[src/rtl/adsq_consts.vh]
// Constants for the 8-bit successive-approximation converter sequencer.
`ifndef ADSQ_CONSTS_VH
`define ADSQ_CONSTS_VH

// Register offsets.
`define ADSQ_OFS_RESULT    8'h0a
`define ADSQ_OFS_CTRL      8'h0b
`define ADSQ_OFS_IRQ_STAT  8'h0c
`define ADSQ_OFS_IRQ_EN    8'h0d
`define ADSQ_OFS_IRQ_CLR   8'h0e

// Control register field positions.
`define ADSQ_BIT_DONE      7
`define ADSQ_BIT_PWR       5
`define ADSQ_SEL_HI        1
`define ADSQ_SEL_LO        0

// Reset values.
`define ADSQ_RST_RESULT    8'h00
`define ADSQ_RST_CTRL      8'h00

// Timing: converter clock is the system clock divided by four.
`define ADSQ_CLK_DIV       4
`define ADSQ_CONV_CLKS     16
`define ADSQ_CONV_CYC      (`ADSQ_CONV_CLKS * `ADSQ_CLK_DIV)
`define ADSQ_CAL_CLKS      16
`define ADSQ_DIV_LAST      2'h3

// Interrupt status bit positions.
`define ADSQ_IRQ_DONE      0
`define ADSQ_IRQ_CAL       1

`endif

[src/rtl/adsq_top.v]
// Sequencer for a four-input, 8-bit successive-approximation converter.
//
// The plain strobed port is this design's own decision.
`timescale 1ns/100ps
`include "adsq_consts.vh"

module adsq_top
(
    // Clock, reset and enable.
    input  wire       clk,
    input  wire       reset_n,
    input  wire       clk_en,
    // Register port.
    input  wire [7:0] reg_addr,
    input  wire [7:0] reg_wdata,
    input  wire       reg_wr,
    input  wire       reg_rd,
    output reg  [7:0] reg_rdata,
    // Comparator answer from the analog front end and its input select.
    input  wire       cmp_above,
    input  wire       cpu_wait,
    input  wire [3:0] analog_pin_level,
    output reg  [1:0] mux_select,
    output reg  [7:0] dac_trial,
    output reg        sample_hold,
    output reg        analog_power,
    output reg  [3:0] port_level,
    // Interrupt.
    output reg        irq
);

    // How the sequencer spends its time.
    //
    // The converter is paced by an enable that fires on every fourth
    // system clock. Nothing runs on a second clock, so every flop in
    // this block shares one domain and no crossing logic is needed.
    //
    // After power is switched on, and after every control write that
    // leaves power on, the sequencer spends sixteen converter clocks
    // in calibration. Only then does it begin the first conversion.
    // Software must still allow the much longer analogue settling time
    // before it trusts a result; this block does not count that time.
    //
    // One conversion is sixteen converter clocks. The first eight are
    // the sample phase, which holds the trial at mid scale. The
    // last eight each decide one result bit, starting at the MSB. The
    // tick counter runs 0..7 in the sample phase and 8..15 during the
    // decisions, so a single counter covers the whole conversion.
    //
    // When the last bit is decided the result is stored, the done flag
    // is set and the next sample phase starts at once. The sequencer
    // keeps converting the selected input until power is removed.
    //
    // A control write always aborts the conversion in flight. The
    // done flag is cleared even if a conversion would have finished in
    // that very cycle: software asked for a restart and a result from
    // the old settings would be misleading.
    //
    // A result read clears the done flag, but a conversion finishing
    // in the same cycle wins. Otherwise the fresh result would sit in
    // the register with no flag to announce it.
    //
    // Hazards and limitations.
    // - The analogue front end is outside this block. cmp_above must
    //   be settled by the converter tick that follows a change of
    //   dac_trial; with four system clocks per tick there is margin.
    // - The comparator is sampled only on converter ticks, so glitches
    //   between ticks are harmless.
    // - cpu_wait is accepted but has no effect: the converter carries
    //   on while the processor waits.
    // - Pin levels are passed back one cycle late for port reads.
    // - The interrupt output is an addition for polled-free systems;
    //   the done flag itself never raises it unless enabled.
    //
    // Register map, by offset.
    // - 0a: result, read only.
    // - 0b: control and status.
    // - 0c: interrupt status, read only.
    // - 0d: interrupt enable.
    // - 0e: interrupt clear, write one to clear.

    // One-hot sequencer states.
    localparam [3:0] ST_OFF  = 4'h1;
    localparam [3:0] ST_CAL  = 4'h2;
    localparam [3:0] ST_SAMP = 4'h4;
    localparam [3:0] ST_CONV = 4'h8;

    reg [3:0] state_ff;
    reg [3:0] nxt_state;
    reg [1:0] div_ff;
    reg [4:0] tick_ff;
    reg [4:0] nxt_tick;
    reg [7:0] sar_ff;
    reg [7:0] nxt_sar;
    reg [7:0] trial_ff;
    reg [7:0] nxt_trial;
    reg [7:0] result_ff;
    reg       done_ff;
    reg       pwr_ff;
    reg [1:0] sel_ff;
    reg [1:0] irq_stat_ff;
    reg [1:0] irq_en_ff;
    reg       conv_fin;
    reg       cal_fin;

    wire      wr_ctrl;
    wire      rd_result;
    wire      cclk_tick;

    // Address match used by both read and write decode.
    function hit;
        input [7:0] addr;
        input [7:0] ofs;
        begin
            hit = (addr == ofs);
        end
    endfunction

    assign wr_ctrl   = reg_wr & hit(reg_addr, `ADSQ_OFS_CTRL);
    assign rd_result = reg_rd & hit(reg_addr, `ADSQ_OFS_RESULT);
    // The converter clock is an enable, not a derived clock, so there is
    // no second domain to cross; cpu_wait is deliberately not used.
    assign cclk_tick = (div_ff == `ADSQ_DIV_LAST);

    // Divide the system clock by four to pace the converter.
    always @(posedge clk or negedge reset_n)
    begin
        if (!reset_n)
            div_ff <= 2'h0;
        else if (clk_en)
            div_ff <= div_ff + 2'h1;
    end

    // Sequencer next state: calibrate, sample, then eight SAR decisions.
    always @*
    begin
        nxt_state = state_ff;
        nxt_tick  = tick_ff;
        nxt_sar   = sar_ff;
        nxt_trial = trial_ff;
        conv_fin  = 1'b0;
        cal_fin   = 1'b0;
        case (state_ff)
            ST_OFF:
            begin
                nxt_tick = 5'h00;
                if (pwr_ff)
                    nxt_state = ST_CAL;
            end
            ST_CAL:
            begin
                if (cclk_tick)
                begin
                    nxt_tick = tick_ff + 5'h01;
                    if (tick_ff == `ADSQ_CAL_CLKS - 1)
                    begin
                        cal_fin   = 1'b1;
                        nxt_tick  = 5'h00;
                        nxt_state = ST_SAMP;
                    end
                end
            end
            ST_SAMP:
            begin
                // Eight clocks of sampling, trial held at mid scale, then
                // eight bit decisions: sixteen converter clocks in all.
                nxt_sar   = 8'h00;
                nxt_trial = 8'h80;
                if (cclk_tick)
                begin
                    nxt_tick = tick_ff + 5'h01;
                    if (tick_ff == 5'h07)
                        nxt_state = ST_CONV;
                end
            end
            ST_CONV:
            begin
                if (cclk_tick)
                begin
                    nxt_tick  = tick_ff + 5'h01;
                    nxt_sar   = cmp_above ? (sar_ff | trial_ff) : sar_ff;
                    nxt_trial = {1'b0, trial_ff[7:1]};
                    if (tick_ff == `ADSQ_CONV_CLKS - 1)
                    begin
                        conv_fin  = 1'b1;
                        nxt_tick  = 5'h00;
                        nxt_state = ST_SAMP;
                    end
                end
            end
            default:
            begin
                nxt_state = ST_OFF;
            end
        endcase
        if (!pwr_ff)
            nxt_state = ST_OFF;
    end

    // Sequencer registers; a control write restarts from calibration, or goes to ST_OFF when it clears power.
    always @(posedge clk or negedge reset_n)
    begin
        if (!reset_n)
        begin
            state_ff <= ST_OFF;
            tick_ff  <= 5'h00;
            sar_ff   <= 8'h00;
            trial_ff <= 8'h80;
        end
        else if (clk_en)
        begin
            sar_ff   <= nxt_sar;
            trial_ff <= nxt_trial;
            if (wr_ctrl)
            begin
                state_ff <= reg_wdata[`ADSQ_BIT_PWR] ? ST_CAL : ST_OFF;
                tick_ff  <= 5'h00;
            end
            else
            begin
                state_ff <= nxt_state;
                tick_ff  <= nxt_tick;
            end
        end
    end

    // Control, result and done flag; a finishing conversion beats a
    // result read in the same cycle so no result is silently lost.
    always @(posedge clk or negedge reset_n)
    begin
        if (!reset_n)
        begin
            pwr_ff    <= 1'b0;
            sel_ff    <= 2'h0;
            result_ff <= `ADSQ_RST_RESULT;
            done_ff   <= 1'b0;
        end
        else if (clk_en)
        begin
            if (wr_ctrl)
            begin
                pwr_ff  <= reg_wdata[`ADSQ_BIT_PWR];
                sel_ff  <= reg_wdata[`ADSQ_SEL_HI:`ADSQ_SEL_LO];
                done_ff <= 1'b0;
            end
            else if (conv_fin)
            begin
                result_ff <= nxt_sar;
                done_ff   <= 1'b1;
            end
            else if (rd_result)
                done_ff <= 1'b0;
        end
    end

    // Sticky interrupt status, enable and write-one-to-clear.
    always @(posedge clk or negedge reset_n)
    begin
        if (!reset_n)
        begin
            irq_stat_ff <= 2'h0;
            irq_en_ff   <= 2'h0;
        end
        else if (clk_en)
        begin
            if (reg_wr && hit(reg_addr, `ADSQ_OFS_IRQ_EN))
                irq_en_ff <= reg_wdata[1:0];
            irq_stat_ff <= (irq_stat_ff &
                ~((reg_wr && hit(reg_addr, `ADSQ_OFS_IRQ_CLR)) ?
                  reg_wdata[1:0] : 2'h0)) |
                {cal_fin, conv_fin & ~wr_ctrl};
        end
    end

    // Registered read data; unmapped addresses read as zero.
    always @(posedge clk or negedge reset_n)
    begin
        if (!reset_n)
            reg_rdata <= 8'h00;
        else if (clk_en)
        begin
            reg_rdata <= 8'h00;
            if (reg_rd)
            begin
                case (reg_addr)
                    `ADSQ_OFS_RESULT:
                        reg_rdata <= result_ff;
                    `ADSQ_OFS_CTRL:
                        reg_rdata <= {done_ff, 1'b0, pwr_ff, 3'h0, sel_ff};
                    `ADSQ_OFS_IRQ_STAT:
                        reg_rdata <= {6'h00, irq_stat_ff};
                    `ADSQ_OFS_IRQ_EN:
                        reg_rdata <= {6'h00, irq_en_ff};
                    default:
                        reg_rdata <= 8'h00;
                endcase
            end
        end
    end

    // Registered outputs to the analog front end and the port readback.
    always @(posedge clk or negedge reset_n)
    begin
        if (!reset_n)
        begin
            mux_select   <= 2'h0;
            dac_trial    <= 8'h00;
            sample_hold  <= 1'b0;
            analog_power <= 1'b0;
            port_level   <= 4'h0;
            irq          <= 1'b0;
        end
        else if (clk_en)
        begin
            mux_select   <= sel_ff;
            dac_trial    <= nxt_sar | nxt_trial;
            sample_hold  <= (nxt_state == ST_SAMP);
            analog_power <= pwr_ff;
            port_level   <= analog_pin_level;
            irq          <= |(irq_stat_ff & irq_en_ff);
        end
    end

endmodule

[config.mk]
export PLATFORM = sky130hd
export DESIGN_NAME = adsq_top
export DESIGN_NICKNAME = d
export VERILOG_FILES = /design/src/rtl/adsq_top.v
export VERILOG_INCLUDE_DIRS = /design/src /design/src/rtl
export SDC_FILE = /design/constraint.sdc
export NUM_CORES = 1
export LEC_CHECK = 0
export BUFFER_PORTS_ARGS = -buffer_cell sky130_fd_sc_hd__clkbuf_2
export CAP_MARGIN = 10
export CELL_PAD_IN_SITES_DETAIL_PLACEMENT = 1
export CELL_PAD_IN_SITES_GLOBAL_PLACEMENT = 1
export CORE_ASPECT_RATIO = 1.1
export CORE_UTILIZATION = 40
export DETAILED_ROUTE_END_ITERATION = 10
export GPL_ROUTABILITY_DRIVEN = 1
export GPL_TIMING_DRIVEN = 1
export PLACE_DENSITY_LB_ADDON = 0.08
export SLEW_MARGIN = 25
export SYNTH_ARGS = -nofsm -noshare
export SYNTH_HDL_FRONTEND = slang
export SYNTH_SLANG_ARGS = --single-unit
[constraint.sdc]
create_clock -name clk -period 3.6 [get_ports clk]
set_clock_uncertainty 0.2 [all_clocks]
set_input_delay 0.54 -clock clk [delete_from_list [all_inputs] [get_ports clk]]
set_output_delay 0.54 -clock clk [all_outputs]
set_load 0.005 [all_outputs]
==> flow_summary.ini, run 1 <==
[run_status]
outcome = complete, but fails checks
violations = negative hold slack

[sta]
hold_viol = 36
post-route-period-util_pct = 68.8
finalSetupTns_ns = 0
finalSetupViolCount = 0
finalCriticalPeriod_ns = 2.48
rsz0062_at_grt = no
timing.fmax_ghz = 0.404
slew_viol_final = 0
relSlewSlack_pct = 64.0
worst_hold_slack_ns = -0.0197
worst_slew_pin_slew_ns = 0.535
layout_setup_ws_ns = 1.12

[yosys]
syn_nets = 340
ys_async_sr_fraction_pct = 100
syn_avg_cell_area_um2 = 10.4
ys_ff_latch = 68
yosysWarnings = 0
syn_inst = 309
synth_ff_type = dfrtp_1
synth.distinct_cells = 52
synth_edf_count = 0
netlist_area_mm2 = 0.00320
synth-seq-area-share_pct = 53.2

[cells_and_area]
flow.area_growth_from_synthesis_pct = 15.7
nets = 384
final_cell_mix = 66 x dfrtp_1, 44 x clkbuf_2, 31 x nor2_1, 26 x nand2_1, 26 x a21oi_1
drive_gt1_share_pct = 23.5
final_common_cell = dfrtp_1
num_antenna_cells = 0

[cts]
ctsHtreeMaxLevel = 3
clk_pin_slew_ns = 0.08
cts_sinks = 68
cts-hold-fix-buffers = 0
cts_max_path_buffers = 2
cts_buffers = 9
ctsResizeCount = 0
cts-root-buf = clkbuf_8
cts_tree = built
cts_setup_buffers = 0
clkLatencyLatePin_ns = 0.34

[worst_setup_path]
start_kind = flip-flop
critPathRequiredTime_ns = 3.60
end_kind = flip-flop
cp_max_fo = 16
crit_type = reg -> reg
arrival_ns = 2.48

[die]
die_x_um = 87.3
die_area_mm2 = 0.00837
io_pins = 52
fp.dieH_um = 95.9
core_mm2 = 0.00760
initial_utilization_pct = 42.2
rows = 33

[global_route]
grt_pass1_vias = 2612
grt_pass1_wl_um = 13000
grt-ovfl-total = 0
antenna_found_initial = 0
grt_use_total_pct = 20.6
grt_max_degree = 42

[place]
io_buffers = 45
place_congestion = 0.765
place_ws_ns = 1.14
hpwl_um = 5480

[detailed_routing]
vias = 2508
wl_um = 7610
drc_errors = 0
drt_iter0_markers = 130
drt-pass1-iter-count = 4
route.antenna.remaining_nets = 0
wl_per_cell_um = 16.4
via_per_inst = 5.42

[power]
power.total_mw = 1.54
p_leak_nw = 1.75
power.density_mw_per_mm2 = 416
ir_drop_mv = 0.229

[min_path]
hp-class = in -> async

[job]
maxCapViolations = 0
worst paths after layout:
kind	start	to	slack, ns	depth (start not counted)
max	tick_ff[0]	result_ff[6]	1.12	9
min	reset_n	reg_rdata[0]	-0.02	1
max reg2reg	tick_ff[0]	result_ff[6]	1.12	9
min reg2reg	result_ff[2]	result_ff[2]	0.28	2
max in group asynchronous	reset_n	trial_ff[7]	2.55	2
min in group clk	analog_pin_level[1]	port_level[1]	0.23	2
flip-flops by register name (all words and copies together) (netlist names), 2 cells and up:
name and cells:
irq_stat_ff 2, reg_rdata 8, sel_ff 2, sar_ff 8
port_level 4, div_ff 2, dac_trial 8, result_ff 8
state_ff 4, tick_ff 5, trial_ff 8, irq_en_ff 2
mux_select 2
worst max-delay path: stages (launching register included):
cell and delay [ns]:
dfrtp_1 0.40, ha_1 0.22, inv_1 0.07, nor3_1 0.31, ha_1 0.26, nand2_1 0.12
nor2_1 0.23, nand3_2 0.27, nand2_1 0.16, o21ai_0 0.09
through the flow:
stage | utilization, % | std cells | instance area [um2]
finish | 48.8 | 463 | 3710
global route | 48.8 | 463 | 3710
CTS | 48.8 | 463 | 3700
detailed placement | 46.4 | 447 | 3520
global placement | 46.4 | 447 | 3520
floorplan | - | 309 | 3200
Yosys cell counts, types with 2 or more instances:
master | number | share of area [%]
ha_1 | 4 | 1.6
xor2_1 | 2 | 0.55
mux2i_1 | 6 | 1.9
mux2_2 | 12 | 4.2
nand2_1 | 26 | 3.0
a21o_1 | 7 | 1.6
o41ai_1 | 2 | 0.55
nand4_1 | 5 | 0.98
clkbuf_1 | 10 | 1.2
a21oi_1 | 26 | 4.1
nand3b_1 | 3 | 0.70
and2_1 | 3 | 0.59
nand3_1 | 6 | 0.94
a22o_1 | 12 | 3.3
inv_1 | 11 | 1.3
dfstp_2 | 2 | 1.6
buf_2 | 5 | 0.78
o21ai_1 | 2 | 0.31
o2bb2ai_1 | 3 | 0.82
a32o_1 | 2 | 0.62
o21ai_0 | 15 | 2.3
nor2b_1 | 4 | 0.78
nor4_1 | 2 | 0.39
nor3_1 | 3 | 0.47
dfrtp_1 | 66 | 52
o22ai_1 | 5 | 0.98
nor2_1 | 31 | 3.6
a221oi_1 | 6 | 1.6
nand2b_1 | 5 | 0.98
metal layers:
| metal | GRT usage [%] | vias to the layer above | share of wire, % |
|---|---|---|---|
| met2 | 33.7 | 28 | 49 |
| met3 | 4.72 | 8 | 2.6 |
| met5 | 0 | - | 0 |
| met4 | 6.83 | 0 | 1.4 |
| li1 | - | 1203 | - |
| met1 | 26.9 | 1269 | 47 |
layout make-up:
class	instances	area, um2
multi-input combinational	212	1380
timing repair buffer	50	265
clock buffer	13	159
fill	905	3890
tap	105	131
sequential	68	1700
clock inverter	3	21.3
inverter	12	45.0
report_power, final:
group,switching [mW],internal (mW)
combinational,0.0822,0.0597
sequential,0.0228,0.794
clock,0.293,0.289
logic make-up after synthesis:
kind of cell	count (synthesis)	share of synthesized area (%)
compound gates	89	18.5
xor+xnor	2	0.547
fa+ha+maj	4	1.56
buf+inv	29	3.71
flops	68	53.2
mux	18	6.09
simple gates	99	16.4
Note: power is estimated with default switching activity, not from simulation.
==> inputs of run 2 (changes only) <==
CORE_UTILIZATION = 39   (was 40)
clock period = 2.1 ns   (was 3.6 ns; I/O delays follow)
==> run 2 against run 1 <==
Effect of this change:
- the run now ends clean
- via count grew 5.5%
- final cell count grew 8.0%
- power grew 87%
- combinational power grew 110%
- die area grew 2.5%
- core utilization grew 3.0 points
- design area grew 11%
- largest cell class unchanged
- highest routed layer unchanged
==> flow_summary.ini, run 2 (same netlist as run 1, synthesis figures left out) <==
[cts]
clkLatencyLatePin_ns = 0.35
cts_tree = built
cts_buffers = 9
clk_pin_slew_ns = 0.08
cts_max_path_buffers = 2
cts_sinks = 68
cts-root-buf = clkbuf_8
ctsHtreeMaxLevel = 3

[cells_and_area]
multiInputGateArea_mm2 = 0.00145
num_antenna_cells = 0
final_cell_mix = 65 x dfrtp_1, 44 x clkbuf_2, 31 x buf_4, 30 x nor2_1, 26 x a21oi_1
stdcell_count = 500
flow.area_growth_from_synthesis_pct = 28.5
final_common_cell = dfrtp_1
fin_area_mm2 = 0.00412
seqCellArea_mm2 = 0.00171
fill_cells = 930
nets = 418
drive_gt1_share_pct = 32.9

[sta]
finalSetupViolCount = 0
finalSetupTns_ns = 0
timing.fmax_ghz = 0.498
hold_viol = 0
slew_viol_final = 0
worst_slew_pin_slew_ns = 0.475
finalCriticalPeriod_ns = 2.01
worst_hold_slack_ns = 0.0503
relSlewSlack_pct = 68.1
post-route-period-util_pct = 95.6

[power]
p_leak_nw = 1.98
ir_drop_mv = 0.389
power.density_mw_per_mm2 = 701
power.total_mw = 2.89

[worst_setup_path]
worst-path-buf-inv = 2
cp_common_cell = buf_4
cp_cell_sequence = nor4b_4, buf_4, and2_1, buf_4, a221oi_1, nor2_1
end_kind = flip-flop
critPathRequiredTime_ns = 2.14
rrSetupSlack_ns = 0.09
crit_type = reg -> reg
cp_max_fo = 10
start_kind = flip-flop
arrival_ns = 2.04
max_stage_delay_ns = 0.66
critical-path-slowest-cell = dfstp_2
path_delay_family = flip-flops

[detailed_routing]
drc_errors = 0
wl_um = 8010
drt_iter0_markers = 78
wl_per_cell_um = 16.0
drt-pass1-iter-count = 4
route.antenna.remaining_nets = 0
vias = 2646
via_per_inst = 5.29

[die]
die_x_um = 88.4
die_area_mm2 = 0.00858
io_pins = 52
initial_utilization_pct = 40.3
core_mm2 = 0.00796
rows = 34
fp.dieH_um = 97.1

[global_route]
grt_pass1_wl_um = 13600
grt_use_total_pct = 20.9
grt_pass1_vias = 2778
grt_max_degree = 69
antenna_found_initial = 0
grt-ovfl-total = 0

[job]
maxCapViolations = 0

[place]
post-place-cells = 476
io_buffers = 45
hpwl_um = 5640
place_congestion = 0.762
dpl-instance-area_mm2 = 0.00376

[run_status]
outcome = finished clean

[min_path]
hp-class = in -> reg
[run 2: changes by cell type in the layout (fill, tap and decap cells not counted), sizes merged]
| cell | previous run | this run |
|---|---|---|
| buf | 6 | 35 |
| dlygate4sd3 | 0 | 5 |
| clkbuf | 57 | 54 |
| bufinv | 0 | 2 |
| clkinvlp | 1 | 2 |
[run 2: power by group]
group / leakage, nW / switching (mW) / internal (mW) / total, mW
Clock: 0.102 / 0.520 / 0.668 / 1.19
Combinational: 0.963 / 0.160 / 0.139 / 0.299
Sequential: 0.910 / 0.0375 / 1.36 / 1.40
Total: 1.98 / 0.718 / 2.17 / 2.89
[run 2: layer usage]
metal / GRT usage (%) / routed length (um) / vias to the layer above
met5: 0 / 0 / -
met4: 7.44 / 118 / 0
met3: 4.93 / 202 / 10
met2: 33.3 / 3980 / 28
met1: 27.6 / 3710 / 1329
li1: - / - / 1279
[run 2: stage by stage]
step	utilization (%)	setup WS (ns)
global placement	47.3	-0.0758
floorplan	-	0.0523
finish	51.8	0.0914
CTS	50.8	0.0133
detailed placement	47.3	-0.0820
global route	51.8	-0.0115
[run 2: cell type report]
type / count / share of cell area (%)
repair buffers: 84 / 13.8
inverters: 12 / 1.09
flip-flops and latches: 68 / 41.4
clock buffers: 10 / 3.10
multi-input cells: 212 / 35.2
well taps: 108 / 3.28
clock inverters: 6 / 2.16
[run 2: final timing paths]
check	from	end	cells after the start
worst max-delay path	state_ff[0]	dac_trial[1]	6
worst min-delay path	reg_wdata[1]	sel_ff[1]	2
worst max register to register	state_ff[0]	dac_trial[1]	6
worst min register to register	reg_rdata[7]	reg_rdata[7]	2
max in group asynchronous	reset_n	trial_ff[7]	3
min in group asynchronous	reset_n	reg_rdata[0]	3
[run 2: timing repair]
item / CTS / global route
pin swaps: 0 / 2
endpoints found under the hold margin: 70 / 0
hold buffers: 5 / 0
gates resized for setup: 3 / 15
buffers inserted: 0 / 3
endpoints found under the setup margin: 10 / 25
[run 2: worst reg2reg max path, delay by kind of cell (launching register included)]
family                 cells  cell delay (ns)
flip-flops                 1             0.66
AO/OA/AOI/OAI              1             0.37
AND/OR/NAND/NOR            3             0.33
buffers and inverters      2             0.32
==> inputs of run 3 (changes only) <==
==> constraint.sdc (replaced) <==
create_clock -name clk -period 2.1 [get_ports clk]
set_clock_uncertainty 0.2 [all_clocks]
set_input_delay 0.42 -clock clk [delete_from_list [all_inputs] [get_ports clk]]
set_output_delay 0.42 -clock clk [all_outputs]
set_load 0.005 [all_outputs]
==> run 3 against run 2 <==
Effect of this change:
- sequential cell count unchanged
- via count is 0.42% lower
- critical path depth up 4
- largest power group unchanged
- die area is the same
- register-to-register slack worse by 0.03 ns
- final cell count is 0.40% higher
- design area rose by 0.27%
- worst setup slack worse by 0.030 ns
- sequential share of layout area fell by 0.11 points
- maximum frequency shrank 1.5%
- sequential power is essentially flat
- power shrank 3.4%
==> flow_summary.ini, run 3 (same netlist as run 1, synthesis figures left out) <==
[run_status]
outcome = finished clean

[global_route]
grt_max_degree = 33
grt_pass1_wl_um = 14200
antenna_found_initial = 0
grt-ovfl-total = 0
grt_pass1_vias = 2829
grt_use_total_pct = 21.9

[sta]
finalCriticalPeriod_ns = 2.04
timing.fmax_ghz = 0.491
slew_viol_final = 0
rsz0062_at_grt = yes
hold_viol = 0
worst_slew_pin_slew_ns = 0.518
post-route-period-util_pct = 97.1
layout_setup_ws_ns = 0.0614
finalSetupViolCount = 0
finalSetupTns_ns = 0
relSlewSlack_pct = 65.4

[die]
die_area_mm2 = 0.00858
io_pins = 52
core_mm2 = 0.00796
die_x_um = 88.4
rows = 34
initial_utilization_pct = 40.3
fp.dieH_um = 97.1

[worst_setup_path]
worst-path-buf-inv = 2
cp_max_fo = 4
critPathRequiredTime_ns = 2.13
start_kind = flip-flop
arrival_ns = 2.07
critical-path-slowest-cell = dfrtp_1
cp_cell_sequence = ha_2, inv_1, nor3_2, ha_2, nor2_2, a21oi_2, nor3_4, buf_4, a21oi_2, o22ai_2
max_stage_delay_ns = 0.36
crit_type = reg -> reg
end_kind = flip-flop
path_delay_family = adder cells

[detailed_routing]
wirelength_met1_um = 3730
wl_um = 8320
drc_errors = 0
via_per_inst = 5.25
drt_iter0_markers = 87
highest-signal-layer = met4
route.antenna.remaining_nets = 0
vias = 2635
wl_met3_um = 139
drt-pass1-iter-count = 4
wl_met2_um = 4300
wl_per_cell_um = 16.6

[cts]
cts_buffers = 9
clkLatencyLatePin_ns = 0.35
ctsHtreeMaxLevel = 3
cts_max_path_buffers = 2
clk_pin_slew_ns = 0.08
cts-root-buf = clkbuf_8
cts_sinks = 68
cts_tree = built

[cells_and_area]
nets = 420
final_common_cell = dfrtp_1
flow.area_growth_from_synthesis_pct = 28.9
num_antenna_cells = 0
drive_gt1_share_pct = 36.0
final_cell_mix = 65 x dfrtp_1, 44 x clkbuf_2, 37 x buf_4, 29 x nor2_1, 25 x nand2_1

[place]
place_congestion = 0.776
io_buffers = 45
place_ws_ns = -0.182
hpwl_um = 6140

[power]
power.total_mw = 2.79
p_leak_nw = 1.96
power.density_mw_per_mm2 = 675
ir_drop_mv = 0.403

[min_path]
hp-class = in -> reg

[job]
maxCapViolations = 0
==> run 3: power breakdown <==
group          internal, mW  leakage (nW)  switching [mW]
Sequential             1.36         0.910          0.0350
Combinational         0.135         0.963           0.163
Clock                 0.551        0.0918           0.541
==> run 3: final timing paths <==
| kind | endpoint | slack (ns) | startpoint | cells past startpoint |
|---|---|---|---|---|
| max in group asynchronous | trial_ff[7] | 0.76 | reset_n | 3 |
| setup reg to reg | tick_ff[2] | 0.06 | tick_ff[0] | 10 |
| min in group asynchronous | reg_rdata[0] | 0.36 | reset_n | 2 |
| hold reg to reg | result_ff[4] | 0.29 | result_ff[4] | 2 |
| setup / recovery | tick_ff[2] | 0.06 | tick_ff[0] | 10 |
| hold / removal | port_level[0] | 0.1 | analog_pin_level[0] | 2 |
==> run 3: area by class of cell <==
type	instances	area, um2
Tap cell	108	135
Sequential cell	68	1710
Fill cell	921	3820
Multi-Input combinational cell	212	1470
Clock inverter	7	75.1
Inverter	12	45.0
Timing Repair Buffer	86	573
Clock buffer	9	124
==> run 3: layer usage <==
| layer | up-vias | global-route usage [%] |
|---|---|---|
| met5 | - | 0 |
| met4 | 0 | 9.31 |
| met3 | 10 | 3.31 |
| li1 | 1272 | - |
| met1 | 1326 | 28.3 |
| met2 | 27 | 36.0 |
==> run 3: repair_timing <==
action,in CTS,in global routing
setup endpoints to repair,13,17
gates cloned,0,0
endpoints found under the hold margin,17,0
gates resized for setup,5,21
hold buffers,1,0
buffers inserted,0,2
pin swaps,2,5
==> run 3: stage by stage <==
step,area (um2),utilization [%],instances,hold WS [ns]
finish,4130,51.9,502,0.0993
global route,4130,51.9,502,0.0935
CTS,4040,50.8,500,0.0845
detailed placement,3810,47.9,483,0.218
global placement,3810,47.9,483,0.215
floorplan,3210,-,309,-0.0756
